`config.mk`:
```
export PLATFORM = sky130hd
export DESIGN_NAME = e1cl_core
export DESIGN_NICKNAME = d
export VERILOG_FILES = /design/src/e1cl_pkg.sv /design/src/e1cl_encoder.sv /design/src/e1cl_decoder.sv /design/src/e1cl_core.sv
export VERILOG_INCLUDE_DIRS = /design/src
export SDC_FILE = /design/constraint.sdc
export NUM_CORES = 1
export LEC_CHECK = 0
export ABC_AREA = 1
export BUFFER_PORTS_ARGS = -buffer_cell sky130_fd_sc_hd__buf_2
export CAP_MARGIN = 20
export CORE_ASPECT_RATIO = 1.25
export CORE_MARGIN = 8
export CORE_UTILIZATION = 58
export DETAILED_ROUTE_END_ITERATION = 10
export MAX_ROUTING_LAYER = met4
export PLACE_DENSITY = 0.85
export SKIP_LAST_GASP = 1
export SYNTH_ARGS = -nofsm -noshare
export SYNTH_HDL_FRONTEND = slang
export SYNTH_SLANG_ARGS = --single-unit
```
`constraint.sdc`:
```
create_clock -name ref_clk -period 4.42 [get_ports ref_clk]
set_input_delay 0.884 -clock ref_clk [delete_from_list [all_inputs] [get_ports ref_clk]]
set_output_delay 0.884 -clock ref_clk [all_outputs]
set_load 0.01 [all_outputs]
```
`src/e1cl_defs.svh`:
```
`ifndef E1CL_DEFS_SVH
`define E1CL_DEFS_SVH

// register offsets on the plain register port
`define E1CL_ADDR_W             8
`define E1CL_OFS_CODING_LOOP    8'h14
`define E1CL_OFS_NFAS_TX        8'h15
`define E1CL_OFS_MF_DL_SEL      8'h16

// reset values and writable masks
`define E1CL_RST_CODING_LOOP    8'h00
`define E1CL_RST_NFAS_TX        8'h00
`define E1CL_RST_MF_DL_SEL      8'h00
`define E1CL_MASK_CODING_LOOP   8'hEF
`define E1CL_MASK_NFAS_TX       8'h3F
`define E1CL_MASK_MF_DL_SEL     8'h7F

// coding and loopback control fields
`define E1CL_BIT_RX_HDB3        7
`define E1CL_BIT_METALLIC_LOOP  6
`define E1CL_BIT_TX_HDB3        5
`define E1CL_BIT_DIGITAL_LOOP   3
`define E1CL_BIT_REMOTE_LOOP    2
`define E1CL_BIT_BACKPLANE_LOOP 1
`define E1CL_BIT_PAYLOAD_LOOP   0

// non-frame-alignment transmit fields
`define E1CL_BIT_TX_ALARM       5
`define E1CL_NU_MSB             4

// multiframe and data link select fields
`define E1CL_BIT_MF_SELECT      6
`define E1CL_BIT_NB_SOURCE      5
`define E1CL_SA_MSB             4
`define E1CL_SA4_ONLY           5'h10

// positions inside time slot zero (bit index 0 = bit position one)
`define E1CL_TS0_LAST_IDX       8'h07
`define E1CL_IDX_NFAS_ONE       8'h01
`define E1CL_IDX_ALARM          8'h02
`define E1CL_IDX_SA4            8'h03

// line code substitution window
`define E1CL_HDB3_WIN           4

`endif

```
`src/e1cl_pkg.sv`:
```
package e1cl_pkg;

  typedef struct packed {
    logic pos;
    logic neg;
  } e1cl_line_t;

  // symbol codes held in the encoder window
  typedef enum logic [1:0] {
    E1CL_SYM_ZERO  = 2'h0,
    E1CL_SYM_MARK  = 2'h1,
    E1CL_SYM_BIPOL = 2'h2,
    E1CL_SYM_VIOL  = 2'h3
  } e1cl_sym_t;

  typedef struct packed {
    e1cl_sym_t [3:0] win;
    logic            last_neg;
    logic            odd_marks;
    e1cl_line_t      line;
  } e1cl_enc_t;

  typedef struct packed {
    logic [3:0] win;
    logic       last_neg;
    logic       data;
  } e1cl_dec_t;

  typedef struct packed {
    logic [7:0] coding_loop;
    logic [7:0] nfas_tx;
    logic [7:0] mf_dl_sel;
    logic [7:0] rdata;
    logic       tx_bit;
    logic       rx_bit;
    logic       bp_out;
    e1cl_line_t tx_line;
    logic       mf_pulse;
    logic       dl_valid;
    logic       dl_data;
  } e1cl_core_t;

endpackage

```
`src/e1cl_encoder.sv`:
```
`timescale 1ns/1ns
`default_nettype none
`include "e1cl_defs.svh"

module e1cl_encoder
  import e1cl_pkg::*;
(
  input  wire logic          ref_clk,
  input  wire logic          rst_n,
  input  wire logic          bit_tick,
  input  wire logic          hdb3_en,
  input  wire logic          data_in,
  output e1cl_pkg::e1cl_line_t line_out
);
  import e1cl_pkg::*;

  e1cl_enc_t s_q;
  e1cl_enc_t s_d;
  e1cl_sym_t oldest;
  logic      odd_now;

  always_comb begin
    s_d     = s_q;
    oldest  = s_q.win[3];
    odd_now = s_q.odd_marks;
    if (bit_tick) begin
      // every mode sees the same four-bit latency so loop timing never shifts
      case (oldest)
        E1CL_SYM_MARK, E1CL_SYM_BIPOL: begin
          s_d.last_neg = ~s_q.last_neg;
          s_d.line     = s_q.last_neg ? e1cl_line_t'{pos: 1'b1, neg: 1'b0} : e1cl_line_t'{pos: 1'b0, neg: 1'b1};
          odd_now      = ~s_q.odd_marks;
        end
        E1CL_SYM_VIOL: begin
          s_d.line = s_q.last_neg ? e1cl_line_t'{pos: 1'b0, neg: 1'b1} : e1cl_line_t'{pos: 1'b1, neg: 1'b0};
          odd_now  = 1'b0;
        end
        default: begin
          s_d.line = '{pos: 1'b0, neg: 1'b0};
        end
      endcase
      s_d.odd_marks = odd_now;
      s_d.win[3:1] = s_q.win[2:0];
      s_d.win[0]   = data_in ? E1CL_SYM_MARK : E1CL_SYM_ZERO;
      // four zeros: B00V keeps violations alternating, 000V when marks since last V are odd
      if (hdb3_en && !data_in && s_q.win[2:0] == {3{E1CL_SYM_ZERO}}) begin
        s_d.win[3] = odd_now ? E1CL_SYM_ZERO : E1CL_SYM_BIPOL;
        s_d.win[0] = E1CL_SYM_VIOL;
      end
    end
  end

  always_ff @(posedge ref_clk or negedge rst_n) begin
    if (!rst_n) begin
      s_q <= '0;
    end else begin
      s_q <= s_d;
    end
  end

  assign line_out = s_q.line;

endmodule
`default_nettype wire

```
`src/e1cl_decoder.sv`:
```
`timescale 1ns/1ns
`default_nettype none
`include "e1cl_defs.svh"

module e1cl_decoder
  import e1cl_pkg::*;
(
  input  wire logic             ref_clk,
  input  wire logic             rst_n,
  input  wire logic             bit_tick,
  input  wire logic             hdb3_en,
  input  wire e1cl_pkg::e1cl_line_t line_in,
  output logic                  data_out
);
  import e1cl_pkg::*;

  e1cl_dec_t s_q;
  e1cl_dec_t s_d;
  logic      pulse;
  logic      viol;

  always_comb begin
    s_d   = s_q;
    pulse = line_in.pos | line_in.neg;
    // a pulse of the same polarity as the previous one is a violation
    viol  = pulse && (line_in.neg == s_q.last_neg);
    if (bit_tick) begin
      s_d.data = s_q.win[3];
      s_d.win  = {s_q.win[2:0], pulse};
      if (pulse) begin
        s_d.last_neg = line_in.neg;
      end
      // undo a B00V or 000V word; with AMI every pulse is a one
      if (hdb3_en && viol) begin
        s_d.win = 4'h0;
      end
    end
  end

  always_ff @(posedge ref_clk or negedge rst_n) begin
    if (!rst_n) begin
      s_q <= '0;
    end else begin
      s_q <= s_d;
    end
  end

  assign data_out = s_q.data;

endmodule
`default_nettype wire

```
`src/e1cl_core.sv`:
```
`timescale 1ns/1ns
`default_nettype none
`include "e1cl_defs.svh"

module e1cl_core
  import e1cl_pkg::*;
(
  input  wire logic                      ref_clk,
  input  wire logic                      rst_n,
  input  wire logic [`E1CL_ADDR_W-1:0]  reg_addr,
  input  wire logic [7:0]                reg_wdata,
  input  wire logic                      reg_wr,
  input  wire logic                      reg_rd,
  output logic      [7:0]                reg_rdata,
  input  wire logic                      line_bit_tick,
  input  wire e1cl_pkg::e1cl_line_t      rx_line,
  output e1cl_pkg::e1cl_line_t           tx_line,
  input  wire logic                      backplane_serial_in,
  output logic                           backplane_serial_out,
  input  wire logic [7:0]                tx_bit_index,
  input  wire logic                      tx_nfas_frame,
  input  wire logic [7:0]                rx_bit_index,
  input  wire logic                      rx_nfas_frame,
  input  wire logic                      auto_remote_alarm_setting,
  input  wire logic                      auto_remote_alarm_in,
  input  wire logic                      tx_transparent_mode,
  input  wire logic [4:0]                national_buffer_bits,
  input  wire logic                      dl_tx_data,
  output logic                           dl_tx_take,
  output logic                           dl_rx_data,
  output logic                           dl_rx_valid,
  input  wire logic                      rx_sig_multiframe,
  input  wire logic                      rx_crc_multiframe,
  output logic                           rx_multiframe_pulse
);
  import e1cl_pkg::*;

  // bit 3 flags an Sa position, bits 2:0 give the matching register bit
  function automatic logic [3:0] sa_decode(input logic [7:0] idx);
    logic [3:0] r;
    r = 4'h0;
    if (idx >= `E1CL_IDX_SA4 && idx <= `E1CL_TS0_LAST_IDX) begin
      r = {1'b1, 3'(`E1CL_TS0_LAST_IDX - idx)};
    end
    return r;
  endfunction

  e1cl_core_t s_q;
  e1cl_core_t s_d;

  logic       rx_line_code_select;
  logic       metallic_loop_enable;
  logic       tx_line_code_select;
  logic       digital_loop_enable;
  logic       remote_loop_enable;
  logic       backplane_loop_enable;
  logic       payload_loop_enable;
  logic       tx_remote_alarm_bit;
  logic [4:0] tx_national_use_bits;
  logic       rx_multiframe_pulse_select;
  logic       national_buffer_source_select;
  logic [4:0] sa_datalink_select;
  logic [4:0] sa_sel_eff;
  logic [3:0] tx_sa;
  logic [3:0] rx_sa;
  logic       tx_in_ts0;
  logic       rx_in_ts0;
  logic       tx_insert;
  logic       tx_next;
  logic       rx_now;
  logic       dec_bit;
  e1cl_line_t enc_line;
  e1cl_line_t rx_analog;

  assign rx_line_code_select           = s_q.coding_loop[`E1CL_BIT_RX_HDB3];
  assign metallic_loop_enable          = s_q.coding_loop[`E1CL_BIT_METALLIC_LOOP];
  assign tx_line_code_select           = s_q.coding_loop[`E1CL_BIT_TX_HDB3];
  assign digital_loop_enable           = s_q.coding_loop[`E1CL_BIT_DIGITAL_LOOP];
  assign remote_loop_enable            = s_q.coding_loop[`E1CL_BIT_REMOTE_LOOP];
  assign backplane_loop_enable         = s_q.coding_loop[`E1CL_BIT_BACKPLANE_LOOP];
  assign payload_loop_enable           = s_q.coding_loop[`E1CL_BIT_PAYLOAD_LOOP];
  assign tx_remote_alarm_bit           = s_q.nfas_tx[`E1CL_BIT_TX_ALARM];
  assign tx_national_use_bits          = s_q.nfas_tx[`E1CL_NU_MSB:0];
  assign rx_multiframe_pulse_select    = s_q.mf_dl_sel[`E1CL_BIT_MF_SELECT];
  assign national_buffer_source_select = s_q.mf_dl_sel[`E1CL_BIT_NB_SOURCE];
  assign sa_datalink_select            = s_q.mf_dl_sel[`E1CL_SA_MSB:0];

  // transparent mode forces the receive data link onto Sa4 only; transmit then takes no data link bits
  assign sa_sel_eff = tx_transparent_mode ? `E1CL_SA4_ONLY : sa_datalink_select;

  assign tx_sa     = sa_decode(tx_bit_index);
  assign rx_sa     = sa_decode(rx_bit_index);
  assign tx_in_ts0 = tx_bit_index <= `E1CL_TS0_LAST_IDX;
  assign rx_in_ts0 = rx_bit_index <= `E1CL_TS0_LAST_IDX;
  assign tx_insert = !tx_transparent_mode && tx_nfas_frame && tx_in_ts0;

  // receiver input: own transmit pair replaces the external pair
  assign rx_analog = metallic_loop_enable ? s_q.tx_line : rx_line;

  // substitution for the receive line interface output
  assign rx_now = digital_loop_enable ? s_q.tx_bit : dec_bit;

  e1cl_encoder u_encoder (
    .ref_clk  (ref_clk),
    .rst_n    (rst_n),
    .bit_tick (line_bit_tick),
    .hdb3_en  (tx_line_code_select),
    .data_in  (s_q.tx_bit),
    .line_out (enc_line)
  );

  e1cl_decoder u_decoder (
    .ref_clk  (ref_clk),
    .rst_n    (rst_n),
    .bit_tick (line_bit_tick),
    .hdb3_en  (rx_line_code_select),
    .line_in  (rx_analog),
    .data_out (dec_bit)
  );

  // transmit bit selection for the current slot position
  always_comb begin
    tx_next    = backplane_serial_in;
    dl_tx_take = 1'b0;
    if (payload_loop_enable && !tx_in_ts0) begin
      tx_next = s_q.rx_bit;
    end
    if (tx_insert) begin
      case (tx_bit_index)
        `E1CL_IDX_NFAS_ONE: begin
          tx_next = 1'b1;
        end
        `E1CL_IDX_ALARM: begin
          // with the setting clear the alarm follows the receive side instead
          tx_next = auto_remote_alarm_setting ? tx_remote_alarm_bit : auto_remote_alarm_in;
        end
        default: begin
          if (tx_sa[3]) begin
            if (sa_sel_eff[tx_sa[2:0]]) begin
              tx_next    = dl_tx_data;
              dl_tx_take = line_bit_tick;
            end else if (national_buffer_source_select) begin
              tx_next = national_buffer_bits[tx_sa[2:0]];
            end else begin
              tx_next = tx_national_use_bits[tx_sa[2:0]];
            end
          end
        end
      endcase
    end
  end

  always_comb begin
    s_d = s_q;
    s_d.rdata    = 8'h00;
    s_d.dl_valid = 1'b0;
    s_d.mf_pulse = rx_multiframe_pulse_select ? rx_crc_multiframe : rx_sig_multiframe;
    if (reg_wr) begin
      case (reg_addr)
        `E1CL_OFS_CODING_LOOP: begin
          s_d.coding_loop = reg_wdata & `E1CL_MASK_CODING_LOOP;
        end
        `E1CL_OFS_NFAS_TX: begin
          s_d.nfas_tx = reg_wdata & `E1CL_MASK_NFAS_TX;
        end
        `E1CL_OFS_MF_DL_SEL: begin
          s_d.mf_dl_sel = reg_wdata & `E1CL_MASK_MF_DL_SEL;
        end
        default: begin
        end
      endcase
    end
    if (reg_rd) begin
      case (reg_addr)
        `E1CL_OFS_CODING_LOOP: s_d.rdata = s_q.coding_loop;
        `E1CL_OFS_NFAS_TX:     s_d.rdata = s_q.nfas_tx;
        `E1CL_OFS_MF_DL_SEL:   s_d.rdata = s_q.mf_dl_sel;
        default:               s_d.rdata = 8'h00;
      endcase
    end
    if (line_bit_tick) begin
      s_d.tx_bit = tx_next;
      s_d.rx_bit = rx_now;
      // backplane output: echo of the input, or the receive stream
      s_d.bp_out = backplane_loop_enable ? backplane_serial_in : rx_now;
      // line pulses bypass the coder so violations go back untouched
      s_d.tx_line = remote_loop_enable ? rx_line : enc_line;
      if (rx_nfas_frame && rx_in_ts0 && rx_sa[3] && sa_sel_eff[rx_sa[2:0]]) begin
        s_d.dl_data  = rx_now;
        s_d.dl_valid = 1'b1;
      end
    end
  end

  always_ff @(posedge ref_clk or negedge rst_n) begin
    if (!rst_n) begin
      s_q             <= '0;
      s_q.coding_loop <= `E1CL_RST_CODING_LOOP;
      s_q.nfas_tx     <= `E1CL_RST_NFAS_TX;
      s_q.mf_dl_sel   <= `E1CL_RST_MF_DL_SEL;
    end else begin
      s_q <= s_d;
    end
  end

  assign reg_rdata            = s_q.rdata;
  assign tx_line              = s_q.tx_line;
  assign backplane_serial_out = s_q.bp_out;
  assign dl_rx_data           = s_q.dl_data;
  assign dl_rx_valid          = s_q.dl_valid;
  assign rx_multiframe_pulse  = s_q.mf_pulse;

endmodule
`default_nettype wire

```
==> qor.txt, run 1 <==
result of the run - finished, final reports clean
data required time of the worst path - 3.54 ns
hold_buf cts - 0
mean instance size in the synthesized netlist - 7.829 µm²
depth of the worst register-to-register path - 13
Worst setup EP type - output port
clock latency on the worst-skew pair - 0.31 ns
H-tree levels - 2
clk sink count - 54
post-synthesis instance area - 2858 µm²
critical path depth in cells - 11
total congestion overflow after global routing - 0
share of flip-flops with an asynchronous set or reset after synthesis - 100.0%
data arrival time of the critical path - 2.20 ns
overall power of the completed layout - 0.001181 W
post-route minimum period - 3.079 ns
sequence of cells on the critical path - buf_2 > nor2_1 > nand2_1 > nor2_4 > nand3_1 > nand3_1 > nand2_1 > nand2_1 > nand2_1 > nor4_1 > buf_2
gpl congestion - 0.8617
CTS resizes - 0
DRC marker count from the first detailed-route iteration - 146
Post-layout nets - 477
launch point of the worst reg-to-reg path - national_buffer_source_select$_DFFE_PN0P_
number of setup buffers added after CTS - 0
Inst Count DP - 475
setup total negative slack - 0 ns
total length of routed wires - 7056 µm
worst reg2reg setup slack - 2.75 ns
Starting Density - 60.42%
Worst Path Buf+Inv - 2
fraction of final layout cells with drive strength greater than 1 - 20.80%
Longest Clk Path Bufs - 2
number of global-route vias before repair - 2,579
max-capacitance violation count - 0
Util after Layout - 69.21%
slew of the pin with the lowest slew margin - 0.6996 ns
Most Frequent Cell on Critical Path - nand2_1
Worst slew margin - 53.19%
longest individual stage delay on the worst path - 0.21 ns
setup repair after global routing missed its margin - no
clock tree from TritonCTS - done
IO buf count - 67
number of enable-type register cells in the synthesized netlist - 0
final HPWL from detailed placement - 5499 µm
number of nets with antenna violations after detailed routing - 0
global-route wire length before repair - 11,460 µm
Worst setup SP type - input port
syn nets - 420
flip-flop and latch count after synthesis - 54
launching element of the worst setup path - tx_bit_index[6]
most common library cell in the layout ignoring fill and taps - nand2_1
pin count of the biggest net entering global routing - 55
register cell area after layout - 1351 µm²
via total after detailed routing - 2,588
Setup-failing EPs final - 0
leakage power summed over all cells - 1.808 nW
initial antenna violation count - 0
global-route total usage across every layer - 19.40%
number of antenna cells inserted - 0
detailed-route wire length per cell - 14.61 µm
delay-heaviest family, CP - simple AND/OR/NAND/NOR gates
floorplan row count - 28
number of endpoints with negative hold slack in the final report - 0
# fillers - 414
Fin Hold WS - 0.5092 ns
area of the core region - 4730 µm²
commonest cells after routing, fill and taps aside - 96 x nand2_1, 67 x buf_2, 61 x inv_1
skew final - 0.009246 ns
endpoint of the worst register-to-register path - s_q[7]$_DFFE_PN0P_
Critical Path Fanout Max - 10
vias per inst - 5.358
multi-input logic area - 1155 µm²
clock edge transition at the registers on the reported setup and hold paths - 0.09 ns
die span in x - 78.79 µm
number of library cell types mapped by synthesis - 30
Final Slew Violations - 0
count of boundary I/O pins - 68
highest-delay cell along the critical path - nor2_4
Warnings, synthesis - 0
full die area - 7444 µm²
final worst-path cycle share - 69.66%
maximum clock frequency - 324.8 MHz
buffer type at the clock tree root - clkbuf_8
timing endpoint of the critical path - dl_tx_take
path type of the worst setup path - in2out
number of buffers inserted during clock tree synthesis - 5
number of non-filler instances in the completed layout - 483
DRC violation count after routing - 0
Die Y - 94.48 µm
power per standard cell area - 360.7 nW/µm²
Worst IR Drop VDD - 0.2780 mV
Primary FF master, synth - dfrtp_1
share of the yosys chip area belonging to registers - 47.29%
cell count after synthesis - 365
type of the tightest min-delay check - reg2reg
first-pass iteration count of the detailed router - 4
Area Overhead vs Synth - 14.54%
-- stage by stage --
stage	cell area, µm²	setup slack (ns)
after floorplan	2858	1.553
after global placement	3161	1.388
after detailed placement	3161	1.349
after CTS	3273	1.348
after global routing	3273	1.128
final	3273	1.341
-- registers in the layout (all words and copies together), names as in the netlist, 2 cells and up --
signal,count
u_encoder.line_out,2
u_decoder.s_q,5
u_encoder.s_q,8
tx_line,2
reg_rdata,8
s_q,14
u_encoder.oldest,2
-- area by class of cell --
cell class	count	area share, %
Inverter	63	7.225
Clock buffer	5	2.102
Multi-Input combinational cell	230	35.28
Sequential cell	54	41.28
Clock inverter	3	1.338
Tap cell	60	2.294
Timing Repair Buffer	68	10.47
-- layer usage --
layer  track usage (%)  share of wire [%]
met1             22.67                 42
met2             33.49                 53
met3             3.802                3.6
met4             4.644                1.2
met5                 -                  0
-- cells in the mapped netlist, types with 3 or more instances --
library cell,n,area [µm²]
o21ai_0,47,235.2
buf_4,10,75.07
nor3_1,3,15.01
nand4_1,8,50.05
a21oi_1,8,40.04
inv_1,61,229.0
nor2_4,3,33.78
nand3_1,20,100.1
nor4_1,3,18.77
o221ai_1,5,43.79
nand2_1,96,360.4
mux2_2,3,33.78
clkbuf_1,5,18.77
dfrtp_1,54,1351
nor2_1,18,67.56
-- kinds of logic (layout without fill, tap and decap cells) --
family          after synthesis  after routing  share of synthesized area (%)
buf+inv                      81            139                          12.30
simple gates                156            156                          24.87
mux                           4              4                          1.532
compound gates               68             68                          13.14
fa+ha+maj                     2              2                         0.8755
flops                        54             54                          47.29
-- worst reg2reg max path, stage by stage (launching register included) --
cell and delay [ns]:
dfrtp_1 0.43, inv_1 0.13, o21ai_0 0.20, nor2_1 0.06
o21ai_0 0.18, inv_1 0.06, nand2_1 0.09, nand3_1 0.08
nand2_1 0.07, nand2_1 0.04, nand2_1 0.06, nand2_1 0.05
nand2_1 0.06, nand2_1 0.05
-- worst min path at each step --
| stage | start | endpoint | depth (start not counted) |
|---|---|---|---|
| 2_1_floorplan | u_decoder.data_out$_DFFE_PN0P_ | u_decoder.data_out$_DFFE_PN0P_ | 2 |
| 3_3_place_gp | dl_rx_data$_DFFE_PN0P_ | dl_rx_data$_DFFE_PN0P_ | 2 |
| 3_5_place_dp | u_decoder.s_q[4]$_DFFE_PN0P_ | u_decoder.s_q[4]$_DFFE_PN0P_ | 2 |
| 4_1_cts | s_q[6]$_DFFE_PN0P_ | s_q[6]$_DFFE_PN0P_ | 2 |
| 5_1_grt | u_decoder.s_q[4]$_DFFE_PN0P_ | u_decoder.s_q[4]$_DFFE_PN0P_ | 2 |
| 6_report | dl_rx_data$_DFFE_PN0P_ | dl_rx_data$_DFFE_PN0P_ | 2 |
-- report_power, final --
| group | switching [W] | leakage, nW | internal [W] |
|---|---|---|---|
| clock | 0.000168 | 0.0585 | 0.000170 |
| sequential | 0.0000473 | 0.639 | 0.000564 |
| combinational | 0.000142 | 1.11 | 0.0000883 |
| total | 0.000358 | 1.81 | 0.000823 |
(Power assumes the default switching activity.)
==> run 2: changes to the inputs <==
CORE_UTILIZATION = 48   (was 58)
PLACE_DENSITY = 0.75   (was 0.85)
clock period = 2.8 ns   (was 4.42 ns; I/O delays follow)
==> run 2 against run 1 <==
  * Die area grew 17%
  * Sequential share of layout area shrank 0.65 points
  * Utilization shrank 12 points
  * Power grew 56%
  * Critical path depth did not move
  * Sequential power is 57% higher
  * First-iteration DRC count fell by 48%
  * Cell area grew 1.6%
  * Register-to-register slack worse by 1.5 ns
  * Flip-flop and latch count did not move
  * Setup slack worse by 0.96 ns
  * Critical path type unchanged
  * Critical endpoint unchanged
  * Highest routed layer unchanged
==> qor.txt, run 2 (same netlist as run 1, synthesis figures left out) <==
result of the run - finished, final reports clean
vias per inst - 5.126 (-4.3%)
hold_buf cts - 0 (unchanged)
register with the most flip-flops - s_q
Worst IR Drop VDD - 0.2697 mV (-3.0%)
full die area - 8694 µm² (+17%)
cell internal pwr - 0.001319 W (+60%)
commonest cells after routing, fill and taps aside - 96 x nand2_1, 67 x buf_2, 61 x inv_1
number of buffers inserted during clock tree synthesis - 5 (unchanged)
count of boundary I/O pins - 68 (unchanged)
number of nets with antenna violations after detailed routing - 0 (unchanged)
data arrival time of the critical path - 1.86 ns (-0.34 ns)
global-route wire length before repair - 11,950 µm (+4.3%)
data required time of the worst path - 2.24 ns (-1.30 ns)
total congestion overflow after global routing - 0 (unchanged)
Setup-failing EPs final - 0 (unchanged)
# fillers - 551 (+33%)
setup total negative slack - 0 ns (unchanged)
worst reg2reg setup slack - 1.23 ns (-1.52 ns)
skew final - 0.006609 ns (-0.002637 ns)
buffer type at the clock tree root - clkbuf_8
number of global-route vias before repair - 2,621 (+1.6%)
depth of the worst register-to-register path - 13 (unchanged)
IO buf count - 67 (unchanged)
initial antenna violation count - 0 (unchanged)
number of setup buffers added after CTS - 0 (unchanged)
Die Y - 102.3 µm (+8.2%)
maximum clock frequency - 413.1 MHz
most common library cell in the layout ignoring fill and taps - nand2_1
final worst-path cycle share - 86.45%
post-route minimum period - 2.421 ns
Worst setup EP type - output port
leakage power summed over all cells - 1.838 nW (+1.7%)
fraction of final layout cells with drive strength greater than 1 - 21.73% (+0.93 points)
launch point of the worst reg-to-reg path - national_buffer_source_select$_DFFE_PN0P_
setup repair after global routing missed its margin - no
Worst setup SP type - input port
clock latency on the worst-skew pair - 0.30 ns (about the same)
clk sink count - 54 (unchanged)
power per standard cell area - 555.1 nW/µm² (+54%)
met2 capacity usage during global routing - 31.08% (-2.4 points)
clock edge transition at the registers on the reported setup and hold paths - 0.09 ns (about the same)
total length of routed wires - 7108 µm (+0.74%)
share of total power consumed by net switching - 28.57% (-1.7 points)
proportion of power drawn by flip-flops and latches - 52.1% (+0.3 points)
area of the core region - 5779 µm² (+22%)
DRC marker count from the first detailed-route iteration - 76 (-48%)
grt met3 use - 2.333% (-1.5 points)
Post-layout nets - 483 (+1.3%)
detailed-route wire length per cell - 14.39 µm (-1.5%)
first-pass iteration count of the detailed router - 4 (unchanged)
CTS resizes - 0 (unchanged)
global routing's busiest layer - met2
DRC violation count after routing - 0 (unchanged)
pin count of the biggest net entering global routing - 55 (unchanged)
Worst slew margin - 54.85% (+1.7 points)
instance area at placement - 3213 µm² (+1.7%)
flip-flop count of the largest register after layout - 14 (unchanged)
Final Slew Violations - 0 (unchanged)
Area Overhead vs Synth - 16.37%
gpl congestion - 0.8765 (+1.7%)
met1 routing resource usage after global routing - 19.53% (-3.1 points)
via total after detailed routing - 2,532 (-2.2%)
H-tree levels - 2 (unchanged)
type of the tightest min-delay check - in2async
Clk pwr share - 28.6% (about the same)
number of endpoints with negative hold slack in the final report - 0 (unchanged)
global-route total usage across every layer - 17.62% (-1.8 points)
final instance area - 3326 µm² (+1.6%)
number of antenna cells inserted - 0 (unchanged)
clock tree from TritonCTS - done
max-capacitance violation count - 0 (unchanged)
path type of the worst setup path - in2out
share of total power in combinational logic - 19.3% (-0.2 points)
die span in x - 85.02 µm (+7.9%)
slew of the pin with the lowest slew margin - 0.6773 ns (-0.02234 ns)
Starting Density - 49.45% (-11 points)
floorplan row count - 31 (+11%)
endpoint of the worst register-to-register path - s_q[7]$_DFFE_PN0P_
net switching power of the design - 0.0005275 W (+47%)
Longest Clk Path Bufs - 2 (unchanged)
final HPWL from detailed placement - 5648 µm (+2.7%)
Critical Path Fanout Max - 10 (unchanged)
## run 2: cell count changes in the layout (fill, tap and decap cells not counted)
| cell | previous run | this run |
|---|---|---|
| clkinv_2 | 1 | 0 |
| clkbuf_8 | 5 | 6 |
| inv_6 | 1 | 0 |
| buf_4 | 1 | 7 |
## run 2: routing by layer
| layer | wire, µm | share of wire, % |
|---|---|---|
| met5 | 0 | 0 |
| met4 | 211 | 3.0 |
| met3 | 193 | 2.7 |
| met2 | 3785 | 53 |
| met1 | 2917 | 41 |
## run 2: per-stage QoR
stage	cells	total power, W	setup WS (ns)	utilization [%]	hold WS, ns
2_1_floorplan	365	0.001195	0.5813	-	0.2644
3_3_place_gp	487	0.001320	0.4027	55.60	0.4627
3_5_place_dp	487	0.001338	0.3615	55.60	0.4740
4_1_cts	494	0.001867	0.3627	57.54	0.4003
5_1_grt	494	0.001972	0.1712	57.54	0.4359
6_report	494	0.001846	0.3794	57.54	0.3748
## run 2: worst max path at each step
| stage | start | cells past startpoint | endpoint |
|---|---|---|---|
| floorplan | tx_bit_index[6] | 9 | dl_tx_take |
| global placement | tx_bit_index[6] | 11 | dl_tx_take |
| detailed placement | tx_bit_index[6] | 11 | dl_tx_take |
| CTS | tx_bit_index[6] | 11 | dl_tx_take |
| global route | tx_bit_index[6] | 11 | dl_tx_take |
| finish | tx_bit_index[6] | 11 | dl_tx_take |
## run 2: cell type report
class                           count  area (µm²)  share of cell area, %
Clock inverter                      1       30.03                 0.9029
Sequential cell                    54        1351                  40.63
Multi-Input combinational cell    230        1155                  34.73
Tap cell                           66       82.58                  2.483
Clock buffer                        6       82.58                  2.483
Timing Repair Buffer               74       387.9                  11.66
Inverter                           63       236.5                  7.111
## run 2: worst max-delay path, stage by stage
cell and delay [ns]:
buf_2 0.09, nor2_1 0.09, nand2_1 0.08, nor2_4 0.20, nand3_1 0.18, nand3_1 0.14
nand2_1 0.05, nand2_1 0.05, nand2_1 0.07, nor4_1 0.16, buf_2 0.18
## run 2: power by group through the flow
stage | Clock, W | Sequential [W] | Combinational (W)
floorplan | 0 | 0.000958 | 0.000237
global placement | 0 | 0.000973 | 0.000347
detailed placement | 0 | 0.000978 | 0.000360
CTS | 0.000541 | 0.000963 | 0.000363
global route | 0.000568 | 0.000981 | 0.000423
finish | 0.000527 | 0.000963 | 0.000356
==> run 3: changes to the inputs <==
ABC_AREA = default   (was 1)
CORE_UTILIZATION = 50   (was 48)
CTS_BUF_LIST = sky130_fd_sc_hd__clkbuf_4   (was default)
PLACE_DENSITY = 0.78   (was 0.75)
==> run 3 against run 2 <==
  * Power shrank 20%
  * Non-clock buffer count shrank 4
  * Maximum frequency shrank 5.5%
  * Largest cell class unchanged
  * Setup slack lost 0.14 ns
  * Critical path depth shrank 5
  * Clock skew is essentially flat
  * Sequential power shrank 6.7%
  * Wire length shrank 16%
  * Combinational power shrank 31%
  * Register-to-register slack is essentially flat
  * Cell area shrank 5.8%
==> qor.txt, run 3 <==
max-capacitance violation count - 0 (unchanged)
power per standard cell area - 469.3 nW/µm² (-15%)
global routing's busiest layer - met2
vias per inst - 5.503 (+7.4%)
Setup-failing EPs final - 0 (unchanged)
buffer type at the clock tree root - clkbuf_4
Die Y - 99.28 µm (-2.9%)
Final Slew Violations - 0 (unchanged)
first-pass iteration count of the detailed router - 4 (unchanged)
# fillers - 494 (-10%)
fraction of final layout cells with drive strength greater than 1 - 30.00% (+8.3 points)
detailed-route wire length per cell - 16.01 µm (+11%)
register with the most flip-flops - s_q
leakage power summed over all cells - 1.541 nW (-16%)
grt met3 use - 3.520% (+1.2 points)
number of library cell types mapped by synthesis - 52 (+73%)
most common library cell in the layout ignoring fill and taps - buf_2
sequence of cells on the critical path - buf_2 > or3_4 > o32a_1 > o221ai_2 > o221a_1 > buf_2
data arrival time of the critical path - 2.00 ns (+0.14 ns)
Most Frequent Cell on Critical Path - buf_2
met2 capacity usage during global routing - 26.28% (-4.8 points)
Warnings, synthesis - 0 (unchanged)
Longest Clk Path Bufs - 2 (unchanged)
total congestion overflow after global routing - 0 (unchanged)
DRC violation count after routing - 0 (unchanged)
type of the tightest min-delay check - in2async
flip-flop and latch count after synthesis - 54 (unchanged)
skew final - 0.006198 ns (-0.0004107 ns)
commonest cells after routing, fill and taps aside - 67 x buf_2, 54 x dfrtp_1, 28 x nor2_1
CTS resizes - 0 (unchanged)
count of boundary I/O pins - 68 (unchanged)
gpl congestion - 0.8685 (-0.91%)
post-route minimum period - 2.562 ns (+0.1410 ns)
post-synthesis instance area - 2774 µm² (-2.9%)
clock latency on the worst-skew pair - 0.36 ns (+0.06 ns)
Area Overhead vs Synth - 12.99%
full die area - 8202 µm² (-5.7%)
initial antenna violation count - 0 (unchanged)
number of endpoints with negative hold slack in the final report - 0 (unchanged)
H-tree levels - 2 (unchanged)
final HPWL from detailed placement - 4723 µm (-16%)
Primary FF master, synth - dfrtp_1
share of the yosys chip area belonging to registers - 48.71% (+1.4 points)
clock edge transition at the registers on the reported setup and hold paths - 0.15 ns (+0.06 ns)
Util after Layout - 57.99% (+0.44 points)
total length of routed wires - 5986 µm (-16%)
longest individual stage delay on the worst path - 0.40 ns (+0.20 ns)
die span in x - 82.62 µm (-2.8%)
maximum clock frequency - 390.4 MHz (-5.5%)
clk sink count - 54 (unchanged)
Critical Path Fanout Max - 4 (-6)
via total after detailed routing - 2,058 (-19%)
Worst setup EP type - output port
mean instance size in the synthesized netlist - 11.01 µm² (+41%)
syn nets - 307 (-27%)
pin count of the biggest net entering global routing - 55 (unchanged)
share of flip-flops with an asynchronous set or reset after synthesis - 100.0% (unchanged)
Worst slew margin - 55.37% (+0.52 points)
path type of the worst setup path - in2out
Worst setup SP type - input port
setup repair after global routing missed its margin - no
clock tree from TritonCTS - done
number of enable-type register cells in the synthesized netlist - 0 (unchanged)
number of setup buffers added after CTS - 0 (unchanged)
global-route wire length before repair - 9908 µm (-17%)
DRC marker count from the first detailed-route iteration - 131 (+72%)
setup total negative slack - 0 ns (unchanged)
cell count after synthesis - 252 (-31%)
Post-synth top cells - 54 x dfrtp_1, 28 x nor2_1, 22 x mux2_1, 17 x mux2i_1, 14 x nand2_1
hold_buf cts - 0 (unchanged)
met1 routing resource usage after global routing - 17.95% (-1.6 points)
final worst-path cycle share - 91.49% (+5.0 points)
number of buffers inserted during clock tree synthesis - 5 (unchanged)
IO buf count - 67 (unchanged)
slew of the pin with the lowest slew margin - 0.6694 ns (-0.007832 ns)
area share of the largest cell type after synthesis - 48.71% (+1.4 points)
most frequent cell after synthesis - dfrtp_1
cells taking the most area after synthesis - dfrtp_1 49%, mux2_1 8.9%, mux2i_1 6.1%
number of nets with antenna violations after detailed routing - 0 (unchanged)
number of global-route vias before repair - 2,078 (-21%)
Worst IR Drop VDD - 0.3365 mV (+25%)
flip-flop count of the largest register after layout - 14 (unchanged)
number of antenna cells inserted - 0 (unchanged)
area of the core region - 5405 µm² (-6.5%)
highest-delay cell along the critical path - or3_4
global-route total usage across every layer - 15.60% (-2.0 points)
library cell occupying the most area in the post-synthesis netlist - dfrtp_1
floorplan row count - 30 (-3.2%)
result of the run - finished, final reports clean
data required time of the worst path - 2.24 ns (about the same)
Post-layout nets - 364 (-25%)
Starting Density - 51.32% (+1.9 points)
==> run 3: cell types whose count changed in the layout (fill, tap and decap cells not counted), sizes merged, moves of 4 or more <==
cell	previous run	this run
a21oi	8	12
mux2	3	29
buf	74	70
nand2	96	14
o21ai	47	8
nor2	21	29
inv	63	11
nand4	8	2
nand3	21	5
mux2i	1	17
nor4	5	1
==> run 3: layout make-up <==
| class | count | area [µm²] | share of cell area, % |
|---|---|---|---|
| Inverter | 12 | 46.29 | 1.477 |
| Tap cell | 64 | 80.08 | 2.555 |
| Clock inverter | 3 | 16.27 | 0.5190 |
| Multi-Input combinational cell | 166 | 1245 | 39.72 |
| Sequential cell | 54 | 1351 | 43.11 |
| Clock buffer | 5 | 37.54 | 1.198 |
| Timing Repair Buffer | 70 | 357.8 | 11.42 |
==> run 3: logic make-up (layout without fill, tap and decap cells) <==
group,count (synthesis),after routing,synth area share (%)
muxes,48,48,19.67
DFF,54,54,48.71
buffers and inverters,32,90,6.405
and+or+nand+nor,74,74,13.67
adders and majority gates,2,2,0.9020
AOI/OAI and AO/OA,39,39,9.698
xor gates and xnor gates,3,3,0.9474
==> run 3: critical path: cells and delay by family <==
family	cells	cell delay [ns]
AOI/OAI and AO/OA	3	0.81
buffers and inverters	2	0.22
and+or+nand+nor	1	0.40
==> run 3: power breakdown <==
group	switching, W	total (W)	internal, W
combinational	0.000123	0.000245	0.000122
clock	0.000234	0.000328	0.0000940
sequential	0.0000527	0.000898	0.000846
==> run 3: path summary, 6_finish.rpt <==
path                                                      from                                         to  slack, ns  depth (start not counted)
worst min register to register  u_decoder.data_out$_DFFE_PN0P_             u_decoder.data_out$_DFFE_PN0P_       0.51                          1
worst max register to register             s_q[20]$_DFFE_PN0P_                         s_q[7]$_DFFE_PN0P_       1.24                          5
worst max-delay path                           tx_bit_index[3]                                 dl_tx_take       0.24                          6
max in group asynchronous                                rst_n  national_buffer_source_select$_DFFE_PN0P_       2.07                          2
worst min-delay path                                     rst_n                     tx_line[0]$_DFFE_PN0P_       0.29                          2
min in group ref_clk                              reg_wdata[7]            rx_line_code_select$_DFFE_PN0P_       0.39                          2
==> run 3: stage by stage <==
| step | hold WS [ns] | power [W] | worst slack [ns] | instance area, µm² | instances |
|---|---|---|---|---|---|
| 2_1_floorplan | 0.2644 | 0.001063 | 0.4969 | 2774 | 252 |
| 3_3_place_gp | 0.4697 | 0.001151 | 0.2880 | 3080 | 366 |
| 3_5_place_dp | 0.4787 | 0.001163 | 0.2496 | 3080 | 366 |
| 4_1_cts | 0.2988 | 0.001486 | 0.2461 | 3134 | 374 |
| 5_1_grt | 0.3210 | 0.001554 | 0.1790 | 3134 | 374 |
| 6_report | 0.2852 | 0.001471 | 0.2384 | 3134 | 374 |
==> run 3: per-layer routing <==
metal / up-vias / share of wire [%]
met5: - / 0
met4: 0 / 1.6
li1: 1004 / -
met1: 1004 / 40
met2: 41 / 53
met3: 9 / 4.9
